===== src/hw/i2cec_pkg.sv =====
package i2cec_pkg;

  // Register word offsets on the 2-bit address port
  localparam logic [1:0] I2CEC_OFS_CTRL = 2'h0;
  localparam logic [1:0] I2CEC_OFS_ST1 = 2'h1;
  localparam logic [1:0] I2CEC_OFS_ST2 = 2'h2;
  localparam logic [1:0] I2CEC_OFS_DATA = 2'h3;

  // control_reg fields
  localparam int I2CEC_CTL_PE = 5;
  localparam int I2CEC_CTL_GC = 4;
  localparam int I2CEC_CTL_START = 3;
  localparam int I2CEC_CTL_ACK = 2;
  localparam int I2CEC_CTL_STOP = 1;
  localparam int I2CEC_CTL_ITE = 0;

  // status_reg_one fields
  localparam int I2CEC_ST1_EVF = 7;
  localparam int I2CEC_ST1_HDR = 6;
  localparam int I2CEC_ST1_DIR = 5;
  localparam int I2CEC_ST1_BUSY = 4;
  localparam int I2CEC_ST1_BTF = 3;
  localparam int I2CEC_ST1_ADDR_MATCH_FLAG = 2;
  localparam int I2CEC_ST1_ROLE = 1;
  localparam int I2CEC_ST1_SB = 0;

  // status_reg_two fields, bits 7:5 read as zero
  localparam int I2CEC_ST2_AF = 4;
  localparam int I2CEC_ST2_STOP_SEEN_FLAG = 3;
  localparam int I2CEC_ST2_ARB_LOST_FLAG = 2;
  localparam int I2CEC_ST2_MISPLACED_COND_FLAG = 1;
  localparam int I2CEC_ST2_GCAL = 0;

  // Reset values and special bytes
  localparam logic [7:0] I2CEC_REG_RST = 8'h00;
  localparam logic [7:0] I2CEC_BYTE_RELEASE = 8'hFF;
  localparam logic [7:0] I2CEC_ADDR_GCALL = 8'h00;
  localparam logic [7:0] I2CEC_ADDR_IGNORE = 8'h01;
  localparam logic I2CEC_LINE_IDLE = 1'b1;

  // Pin synchroniser depth before any logic reads a bus line
  localparam int I2CEC_SYNC_STAGES = 2;

  // Status-read then data/control access handshake
  typedef enum logic [1:0] {
    I2CEC_SEQ_IDLE = 2'b01,
    I2CEC_SEQ_ARMED = 2'b10
  } i2cec_seq_t;

endpackage


===== src/hw/i2cec_line_sync.sv =====
`timescale 1ns/10ps
`default_nettype none
module i2cec_line_sync import i2cec_pkg::*; #(
  parameter int W = 2
) (
  // Clock, reset, enable
  input wire logic mclk,
  input wire logic sys_rst,
  input wire logic ce,
  // Raw lines and synchronised view
  input wire logic [W-1:0] line_in,
  output logic [W-1:0] line_now,
  output logic [W-1:0] line_prev
);

  typedef struct packed {
    logic [W-1:0] meta;
    logic [W-1:0] sync;
    logic [W-1:0] prev;
  } i2cec_sync_t;

  i2cec_sync_t s_reg;
  i2cec_sync_t s_next;

  // The meta stage feeds only the sync stage
  always_comb begin
    s_next = s_reg;
    if (ce) begin
      s_next.meta = line_in;
      s_next.sync = s_reg.meta;
      s_next.prev = s_reg.sync;
    end
  end

  always_ff @(posedge mclk) begin
    if (sys_rst) begin
      s_reg <= {(I2CEC_SYNC_STAGES + 1) * W{I2CEC_LINE_IDLE}};
    end else begin
      s_reg <= s_next;
    end
  end

  assign line_now = s_reg.sync;
  assign line_prev = s_reg.prev;

endmodule
`default_nettype wire


===== src/hw/i2cec_top.sv =====
`timescale 1ns/10ps
`default_nettype none
// Overview of operation
// - Address match sets event and match flags; status one read clears both.
// - Byte received sets event and done; status one read then data read clears.
// - Byte sent sets event and done; status one read then data write clears.
// - Slave nack sets fail and done; done clears by stop toggle or FFh.
// - Slave stop detect sets event and stop flag; status two read clears.
// - Start sent sets event and start flag; status read then data write clears.
// - Address sent sets event; status one read then control write clears.
// - Header sent sets flag; status read then data write of second byte clears.
// - Interface runs on in wait; any interrupt event wakes the processor.
// - Halt freezes registers, no acknowledge, events cannot wake.
// - One interrupt, raised only with irq_enable set and global mask clear.
// - periph_on low clears control and status except end request, frees pins.
// - gencall_enable acknowledges address 00h, never 01h; cleared when off.
// - A slave addressed by general call only receives, never transmits.
// - Begin request makes repeated or bus-free start; cleared when sent or off.
// - reply_enable returns acknowledges after bytes; cleared when off.
// - Master end request sends stop, cleared once sent, survives periph_on low.
// - Slave end request releases lines after current byte; software clears it.
// - SCL held low while header, start, done, match or address event pend.
// - Event flag summarises all events; error events clear on status two read.
// - Direction shows sent or received byte; clears with done, stop, arb loss.
// - Bus busy sets on start detect, clears on stop detect or bus error.
module i2cec_top import i2cec_pkg::*; (
  // Clock, reset, enable
  input wire logic mclk,
  input wire logic sys_rst,
  input wire logic ce,
  // Register port
  input wire logic [1:0] addr,
  input wire logic [7:0] wdata,
  input wire logic wr_stb,
  input wire logic rd_stb,
  output logic [7:0] rdata,
  // Processor state
  input wire logic halt_mode,
  input wire logic global_irq_mask,
  output logic irq_req,
  // Bus lines
  input wire logic scl_in,
  input wire logic sda_in,
  output logic scl_out,
  output logic scl_oe_n,
  output logic pins_on,
  // Bit engine events, one-cycle pulses on mclk
  input wire logic ev_addr_match,
  input wire logic ev_gencall,
  input wire logic ev_byte_rx,
  input wire logic ev_byte_tx,
  input wire logic ev_nack,
  input wire logic ev_start_sent,
  input wire logic ev_header_sent,
  input wire logic ev_addr_sent,
  input wire logic ev_arb_lost,
  input wire logic ev_misplaced,
  input wire logic ev_stop_sent,
  input wire logic [7:0] rx_byte,
  // Bit engine controls
  output logic [7:0] tx_byte,
  output logic tx_load,
  output logic gen_start,
  output logic gen_stop,
  output logic release_lines,
  output logic ack_en,
  output logic gc_ack,
  output logic slave_tx_ok
);

  typedef struct packed {
    logic ctl_pe;
    logic ctl_gc;
    logic ctl_start;
    logic ctl_ack;
    logic ctl_stop;
    logic ctl_ite;
    logic event_flag;
    logic hdr;
    logic dir;
    logic busy;
    logic byte_done_flag;
    logic addr_match_flag;
    logic role;
    logic sb;
    logic af;
    logic stop_seen_flag;
    logic arb_lost_flag;
    logic misplaced_cond_flag;
    logic gcal;
    logic ev6;
    i2cec_seq_t seq;
    logic stop_prev;
    logic suppress;
    logic [7:0] data;
    logic [7:0] rdata;
    logic tx_load;
    logic irq;
    logic scl_oe_n;
    logic release_l;
    logic gen_start;
    logic gen_stop;
    logic ack_en;
    logic gc_ack;
    logic tx_ok;
  } i2cec_state_t;

  i2cec_state_t st;
  i2cec_state_t nx;

  logic [1:0] line_now;
  logic [1:0] line_prev;
  logic start_det;
  logic stop_det;

  i2cec_line_sync #(.W(2)) u_sync (
    .mclk(mclk),
    .sys_rst(sys_rst),
    .ce(ce),
    .line_in({scl_in, sda_in}),
    .line_now(line_now),
    .line_prev(line_prev)
  );

  // Index 1 is SCL, index 0 is SDA
  assign start_det = line_now[1] && line_prev[1] && line_prev[0]
                     && !line_now[0];
  assign stop_det = line_now[1] && line_prev[1] && !line_prev[0]
                    && line_now[0];

  logic wr_ctl;
  logic wr_dat;
  logic rd_st1;
  logic rd_st2;
  logic rd_dat;
  logic armed;
  logic stop_fall;
  logic [7:0] st1_val;
  logic [7:0] st2_val;

  assign wr_ctl = wr_stb && addr == I2CEC_OFS_CTRL;
  assign wr_dat = wr_stb && addr == I2CEC_OFS_DATA;
  assign rd_st1 = rd_stb && addr == I2CEC_OFS_ST1;
  assign rd_st2 = rd_stb && addr == I2CEC_OFS_ST2;
  assign rd_dat = rd_stb && addr == I2CEC_OFS_DATA;
  assign armed = st.seq == I2CEC_SEQ_ARMED;
  assign stop_fall = st.stop_prev && !st.ctl_stop;

  always_comb begin
    st1_val = I2CEC_REG_RST;
    st1_val[I2CEC_ST1_EVF] = st.event_flag;
    st1_val[I2CEC_ST1_HDR] = st.hdr;
    st1_val[I2CEC_ST1_DIR] = st.dir && st.byte_done_flag;
    st1_val[I2CEC_ST1_BUSY] = st.busy;
    st1_val[I2CEC_ST1_BTF] = st.byte_done_flag;
    st1_val[I2CEC_ST1_ADDR_MATCH_FLAG] = st.addr_match_flag;
    st1_val[I2CEC_ST1_ROLE] = st.role;
    st1_val[I2CEC_ST1_SB] = st.sb;
    st2_val = I2CEC_REG_RST;
    st2_val[I2CEC_ST2_AF] = st.af;
    st2_val[I2CEC_ST2_STOP_SEEN_FLAG] = st.stop_seen_flag;
    st2_val[I2CEC_ST2_ARB_LOST_FLAG] = st.arb_lost_flag;
    st2_val[I2CEC_ST2_MISPLACED_COND_FLAG] = st.misplaced_cond_flag;
    st2_val[I2CEC_ST2_GCAL] = st.gcal;
  end

  always_comb begin
    nx = st;
    nx.rdata = I2CEC_REG_RST;
    nx.tx_load = 1'b0;
    if (ce && halt_mode) begin
      // Registers frozen; nothing acknowledged, no wake request
      nx.ack_en = 1'b0;
      nx.gc_ack = 1'b0;
      nx.irq = 1'b0;
      nx.rdata = st.rdata;
    end else if (ce) begin
      // Register reads, answered in the next cycle only
      unique case (addr)
        I2CEC_OFS_CTRL: nx.rdata = {2'h0, st.ctl_pe, st.ctl_gc, st.ctl_start,
                                    st.ctl_ack, st.ctl_stop, st.ctl_ite};
        I2CEC_OFS_ST1: nx.rdata = st1_val;
        I2CEC_OFS_ST2: nx.rdata = st2_val;
        I2CEC_OFS_DATA: nx.rdata = st.data;
      endcase
      if (!rd_stb) begin
        nx.rdata = I2CEC_REG_RST;
      end
      // Control writes; while off, only periph_on is taken
      if (wr_ctl) begin
        nx.ctl_pe = wdata[I2CEC_CTL_PE];
        if (st.ctl_pe) begin
          nx.ctl_gc = wdata[I2CEC_CTL_GC];
          nx.ctl_start = wdata[I2CEC_CTL_START];
          nx.ctl_ack = wdata[I2CEC_CTL_ACK];
          nx.ctl_stop = wdata[I2CEC_CTL_STOP];
          nx.ctl_ite = wdata[I2CEC_CTL_ITE];
        end
      end
      if (wr_dat) begin
        nx.data = wdata;
        nx.tx_load = st.ctl_pe;
      end else if (ev_byte_rx) begin
        nx.data = rx_byte;
      end
      // Handshake: a status read arms, the next data access or control write fires
      if (rd_st1 || rd_st2) begin
        nx.seq = I2CEC_SEQ_ARMED;
      end else if (armed && (wr_dat || rd_dat || wr_ctl)) begin
        nx.seq = I2CEC_SEQ_IDLE;
      end
      // Clears first, then sets, so a same-cycle event wins
      if (rd_st1) begin
        nx.addr_match_flag = 1'b0;
        nx.af = 1'b0;
      end
      if (armed && rd_dat) begin
        nx.byte_done_flag = 1'b0;
      end
      if (armed && wr_dat) begin
        nx.byte_done_flag = 1'b0;
        nx.sb = 1'b0;
        nx.hdr = 1'b0;
      end
      if (armed && wr_ctl) begin
        nx.ev6 = 1'b0;
      end
      if (wr_dat && wdata == I2CEC_BYTE_RELEASE && !st.role && st.dir) begin
        nx.byte_done_flag = 1'b0;
      end
      if (stop_fall && st.byte_done_flag && !st.role) begin
        nx.byte_done_flag = 1'b0;
        nx.suppress = 1'b1;
      end
      if (rd_st2) begin
        nx.af = 1'b0;
        nx.stop_seen_flag = 1'b0;
        nx.arb_lost_flag = 1'b0;
        nx.misplaced_cond_flag = 1'b0;
      end
      if (!nx.byte_done_flag || stop_det || ev_arb_lost) begin
        nx.dir = 1'b0;
      end
      if (stop_det || ev_arb_lost) begin
        nx.role = 1'b0;
        nx.gcal = 1'b0;
      end
      if (stop_det || ev_misplaced) begin
        nx.busy = 1'b0;
      end
      if (start_det) begin
        nx.busy = 1'b1;
        nx.suppress = 1'b0;
        nx.release_l = 1'b0;
      end
      if (stop_det && !st.role) begin
        nx.stop_seen_flag = !st.suppress;
        nx.suppress = 1'b0;
      end
      if (ev_start_sent) begin
        nx.ctl_start = 1'b0;
        nx.sb = 1'b1;
        nx.role = 1'b1;
      end
      if (ev_stop_sent && st.role) begin
        nx.ctl_stop = 1'b0;
      end
      if (ev_addr_match) begin
        nx.addr_match_flag = 1'b1;
        nx.gcal = ev_gencall && st.ctl_gc;
      end
      if (ev_byte_rx) begin
        nx.byte_done_flag = 1'b1;
        nx.dir = 1'b0;
      end
      if (ev_byte_tx) begin
        nx.byte_done_flag = 1'b1;
        nx.dir = 1'b1;
      end
      if (ev_nack) begin
        nx.af = 1'b1;
        nx.byte_done_flag = nx.byte_done_flag || !st.role;
        nx.dir = nx.dir || !st.role;
      end
      if (ev_header_sent) begin
        nx.hdr = 1'b1;
      end
      if (ev_addr_sent) begin
        nx.ev6 = 1'b1;
      end
      if (ev_arb_lost) begin
        nx.arb_lost_flag = 1'b1;
      end
      if (ev_misplaced) begin
        nx.misplaced_cond_flag = 1'b1;
      end
      // Slave release after the current byte, held until the next start
      if (!st.role && st.ctl_stop && st.byte_done_flag) begin
        nx.release_l = 1'b1;
      end
      // One cycle behind the end request, so a high-to-low toggle is seen
      nx.stop_prev = st.ctl_stop;
      // Disabled: every control and status bit but the end request returns to reset; the data byte keeps its value
      if (!nx.ctl_pe) begin
        nx.ctl_gc = 1'b0;
        nx.ctl_start = 1'b0;
        nx.ctl_ack = 1'b0;
        nx.ctl_ite = 1'b0;
        nx.hdr = 1'b0;
        nx.dir = 1'b0;
        nx.busy = 1'b0;
        nx.byte_done_flag = 1'b0;
        nx.addr_match_flag = 1'b0;
        nx.role = 1'b0;
        nx.sb = 1'b0;
        nx.af = 1'b0;
        nx.stop_seen_flag = 1'b0;
        nx.arb_lost_flag = 1'b0;
        nx.misplaced_cond_flag = 1'b0;
        nx.gcal = 1'b0;
        nx.ev6 = 1'b0;
        nx.suppress = 1'b0;
        nx.release_l = 1'b0;
        nx.seq = I2CEC_SEQ_IDLE;
      end
      nx.event_flag = nx.hdr || nx.byte_done_flag || nx.addr_match_flag || nx.sb || nx.af || nx.stop_seen_flag
               || nx.arb_lost_flag || nx.misplaced_cond_flag || nx.ev6;
      // Same request also wakes the processor from wait
      nx.irq = nx.event_flag && nx.ctl_ite && !global_irq_mask;
      nx.scl_oe_n = !(nx.ctl_pe && (nx.hdr || nx.sb || nx.byte_done_flag || nx.addr_match_flag
                                    || nx.ev6));
      // Start in slave role waits for a free bus
      nx.gen_start = nx.ctl_pe && nx.ctl_start
                     && (nx.role || !nx.busy);
      nx.gen_stop = nx.ctl_pe && nx.role && nx.ctl_stop;
      nx.ack_en = nx.ctl_pe && nx.ctl_ack;
      // Own-address 01h never acknowledged, whatever the mode
      nx.gc_ack = nx.ctl_pe && nx.ctl_ack && nx.ctl_gc
                  && rx_byte == I2CEC_ADDR_GCALL
                  && rx_byte != I2CEC_ADDR_IGNORE;
      nx.tx_ok = !nx.gcal;
    end
  end

  always_ff @(posedge mclk) begin
    if (sys_rst) begin
      st <= '0;
      st.seq <= I2CEC_SEQ_IDLE;
      st.scl_oe_n <= 1'b1;
      st.tx_ok <= 1'b1;
    end else begin
      st <= nx;
    end
  end

  assign rdata = st.rdata;
  assign irq_req = st.irq;
  assign scl_out = 1'b0;
  assign scl_oe_n = st.scl_oe_n;
  assign pins_on = st.ctl_pe;
  assign tx_byte = st.data;
  assign tx_load = st.tx_load;
  assign gen_start = st.gen_start;
  assign gen_stop = st.gen_stop;
  assign release_lines = st.release_l;
  assign ack_en = st.ack_en;
  assign gc_ack = st.gc_ack;
  assign slave_tx_ok = st.tx_ok;

  logic go;
  assign go = ce && !halt_mode;
endmodule
`default_nettype wire


===== config.mk =====
export PLATFORM = sky130hd
export DESIGN_NAME = i2cec_top
export DESIGN_NICKNAME = d
export VERILOG_FILES = /design/src/hw/i2cec_pkg.sv /design/src/hw/i2cec_line_sync.sv /design/src/hw/i2cec_top.sv
export SDC_FILE = /design/constraint.sdc
export NUM_CORES = 1
export LEC_CHECK = 0
export BUFFER_PORTS_ARGS = -buffer_cell sky130_fd_sc_hd__buf_2
export CAP_MARGIN = 20
export CORE_UTILIZATION = 55
export DETAILED_ROUTE_END_ITERATION = 6
export GPL_TIMING_DRIVEN = 0
export PLACE_DENSITY = 0.89
export SETUP_SLACK_MARGIN = 0.4
export SKIP_CTS_REPAIR_TIMING = 1
export SLEW_MARGIN = 0
export SYNTH_ARGS = -nofsm -noshare
export SYNTH_HDL_FRONTEND = slang
export SYNTH_SLANG_ARGS = --single-unit

===== constraint.sdc =====
create_clock -name mclk -period 4.4 [get_ports mclk]
set_input_delay 0.88 -clock mclk [delete_from_list [all_inputs] [get_ports mclk]]
set_output_delay 0.88 -clock mclk [all_outputs]
set_load 0.005 [all_outputs]

Word-level counts from Yosys, hierarchy flattened. Index checks and enable logic that the tools add are counted.

Register bits after elaboration: 55. Input bits: 38. Output and inout port bits: 27.

Equal/unequal tests: 9. Multiplexer cells: 68. Bitwise operators: 3. Reduce and logical (&&, ||, !) cells: 80.

Operators with widths (number): 1-bit two-way mux (49); 15-bit two-way mux (3); 1-bit logical AND (38); 8-bit case mux with 4 select lines (1); 8-bit two-way mux (3); 1-bit logical OR (22); 6-bit two-way mux (3); 17-bit two-way mux (1); 3-bit AND reduction (4); 1-bit zero test (10); 3-bit two-way mux (3); 8-bit equality test (second input constant) (1); 8-bit zero test (1); 8-bit by 1-bit != test with 1-bit output (second input constant) (1); 2-bit equality test (second input constant) (3); 2-bit two-way mux (3); 5-bit two-way mux (1); 5-bit by 3-bit != test with 1-bit output (second input constant) (1); 4-bit two-way mux (1); 4-bit by 2-bit != test with 1-bit output (second input constant) (1); 4-bit OR reduction (1); 3-bit by 2-bit != test with 1-bit output (second input constant) (1); 1-bit inverter (3); 2-bit by 1-bit equality test with 1-bit output (second input constant) (1); other kinds (4) (4).

Longest topological paths before layout.
Depth after elaboration: 33. Gate-level depth with buffers: 7.

Cells and area by module. A second synthesis with hierarchy kept.

Cell total of the unflattened synthesis: 342. Area total of the unflattened synthesis: 2935.3 µm².

By module, submodules not included: i2cec_top (instances 1, cells each 319, area an instance 2672.6 µm²); i2cec_line_sync (instances 1, cells each 23, area an instance 262.8 µm²).

Worst setup path after synthesis. OpenSTA, ideal clock, no wires.

Kind: input-to-reg. Start point: input addr[1]. End point: register st[33] in the netlist's numbering. Setup time: 0.128 ns. Data arrival time: 2.022 ns. Path slack: 2.250 ns. Stages on the path: 7. Path through: buf_6 > or3b_4 > a21oi_4 > buf_6 > o21ai_1 > a22oi_1 > nor2_1.

Longest elaborated chain between the ends: 8. Elaborated cells on any way between the ends: 12. Classes of those cells: 1 x eq/ne; 8 x mux; 3 x reduce/logical.

Ends and longest elaborated chain: start, declared (line i2cec_top.sv:32) `input wire logic [1:0] addr,`; 2-bit zero test (line i2cec_top.sv:141) `assign wr_ctl = wr_stb && addr == I2CEC_OFS_CTRL;`; 1-bit logical AND (line i2cec_top.sv:141); 6-bit two-way mux (line i2cec_top.sv:190) `if (wr_ctl) begin`; 6-bit two-way mux (line i2cec_top.sv:177) `end else if (ce) begin`; 6-bit two-way mux (line i2cec_top.sv:171) `if (ce && halt_mode) begin`; 15-bit two-way mux (*) (line i2cec_top.sv:304) `if (!nx.ctl_pe) begin`; 15-bit two-way mux (*) (line i2cec_top.sv:177); 15-bit two-way mux (*) (line i2cec_top.sv:171); end signal, assigned (line i2cec_top.sv:352) `st <= nx;`; end, declared (line i2cec_top.sv:108) `i2cec_state_t st;`.

Every way passes the cells marked *; elsewhere a longest branch is shown, timed or not. The select of a mux whose other input is x is not followed. A chain may end at the register's enable or synchronous reset.

Worst setup path after layout.
Start point: input ce. End point: register st, in the netlist gen_start.

Longest elaborated chain between the ends: 3.

Ends and longest elaborated chain: start, declared (line i2cec_top.sv:30) `input wire logic ce,`; 1-bit logical AND (line i2cec_top.sv:171); 1-bit inverter (no source line); 2-bit AND reduction (no source line) (*).

Every way passes the cells marked *; elsewhere a longest branch is shown, timed or not.

==> impl_metrics.toml <==
[clock_tree]
cts_tree = "built"
cts.sinks = 55
clk_latency_ps = 310
clk_pin_slew_ps = 100
root_buffer = "clkbuf_8"
h-tree-depth = 2
clk_path_buf_depth = 2
cts_made_buffers = 5

[global_routing]
grt_pass1_wl_um = 13200
grt_pass1_vias = 2678
antenna_found_initial = 0
grt_max_degree = 17
grt_overflow = 0
grtUsageTotal = 0.319

[floorplan]
die_x_um = 75.3
die_height_um = 75.3
coreArea_um2 = 5140
io_pins = 65
die_area_um2 = 5680
start_util = 0.575
rows = 26

[routing]
wirelength_um = 8450
route.detailed.drc = 0
post_drt_wl_per_cell_um = 17.6
via_count = 2894
drtIter0Drc = 243
dr.pass1.iters = 5
postRouteAntennaNets = 0
routed_via_density = 6.03

[yosys]
synth.area.top_cells = "dfxtp_1, mux2i_1, nor2_1, a21oi_1, buf_4"
synth_area_per_cell_um2 = 8.65
async_flop_share = 0
synth_edf_count = 0
synth_top_flop_cell = "dfxtp_1"
yosysTopAreaCell = "dfxtp_1"
synth_top_area_frac = 0.372
synthCells = 342
synth_area_um2 = 2960
synth-seq-cells = 55
synth_nets = 380
seq_area_frac_synth = 0.372
yosysWarnings = 0
yosysUniqueCellTypes = 61

[finish]
largest_reg_flops = 23
antenna_cells = 0
largest_register = "st"
postLayoutCoreUtil = 0.677
mostFrequentLayoutCell = "buf_2"
finish.net_count = 447
fin_cells = 480
nFillCells = 442
drive_above_1_share = 0.285
synthToLayoutAreaGrowth_pct = 17.6
layout_common_cells = "buf_2, dfxtp_1, nor2_1"

[setup_path]
rr_startpoint = "st[36]"
worstSetupEndpointType = "flip-flop"
arrival_ps = 2460
crit_required_ps = 4630
critical_path_class = "in2reg"
critPathLaunchType = "input pin"
startpoint = "ce"
cp_max_fo = 9

[pwr]
powerDensity_nw_per_um2 = 302
p_leak_nw = 1.46
ir_drop_uv = 246
power_w = 0.00105

[sta]
tightest_slew_ps = 628
fin_skew_ps = 6.42
hold_ws_ps = 449
slew_headroom = 0.581
final.setup.tns_ps = 0
final.min_clock_period_ps = 2220
rsz0062_at_grt = "false"
period_share = 0.506
hold_viol = 0
setup_viol = 0
fmax_mhz = 449
slew_violations = 0

[placement]
io_buffers = 60
place_hpwl_um = 6240
dp.cells = 472
gp_congestion = 0.971

[worst_hold_path]
hp-start = "slave_tx_ok"
min_path_type = "reg2reg"

[run_status]
status = "finished clean"

[run]
drv_cap = 0
layout make-up:
cell class,instances,area (um^2),share of cell area
clock inverters,2,60.1,0.0173
multi-input cells,237,1570,0.450
inverters,9,33.8,0.00971
well taps,70,87.6,0.0252
repair buffers,60,300,0.0863
flip-flops and latches,55,1100,0.317
plain buffers,41,256,0.0737
clock buffers,6,72.6,0.0209
cells in the mapped netlist, types with 5 or more instances:
cell type / n
a21oi_1: 29
a22oi_1: 14
buf_2: 7
buf_4: 19
clkbuf_1: 12
dfxtp_1: 55
inv_1: 9
mux2i_1: 18
mux4_2: 5
nand2_1: 27
nand2b_1: 5
nand3_1: 9
nor2_1: 42
nor3_1: 5
o21ai_0: 8
o21ai_1: 5
power breakdown:
| group | switching [W] | leakage (nW) | internal [W] | total (W) |
|---|---|---|---|---|
| Combinational | 0.0000833 | 0.951 | 0.0000573 | 0.000141 |
| Clock | 0.000165 | 0.0654 | 0.000227 | 0.000393 |
| Sequential | 0.00000919 | 0.446 | 0.000508 | 0.000517 |
cell families after synthesis:
group                  share of synthesized area
AND/OR/NAND/NOR                            0.222
multiplexers                               0.107
flip-flops                                 0.372
buffers and inverters                     0.0981
other                                    0.00127
XOR/XNOR                                 0.00296
AO/OA/AOI/OAI                              0.197
metal layers:
metal / GRT usage / wire [um]
met5: 0 / 0
met4: 0.138 / 222
met3: 0.0503 / 762
met2: 0.513 / 3870
met1: 0.429 / 3600
path summary, 6_finish.rpt:
| check | end | slack, ps | cells past startpoint |
|---|---|---|---|
| setup / recovery | gen_start | 2180 | 6 |
| hold / removal | slave_tx_ok | 450 | 2 |
| setup reg to reg | irq_req | 2370 | 6 |
| hold reg to reg | slave_tx_ok | 450 | 2 |
stage by stage:
step	worst slack [ps]	area [um^2]
6_report	2180	3480
5_1_grt	2120	3480
4_1_cts	2240	3480
3_5_place_dp	1930	3350
3_3_place_gp	1940	3350
2_1_floorplan	2250	2960
critical path, stage by stage:
cell	delay (ps)
clkbuf_1	330
nand2b_1	100
clkbuf_1	250
nor2_2	390
nand2_1	200
a221oi_2	300
Note: power is estimated with default switching activity, not from simulation.
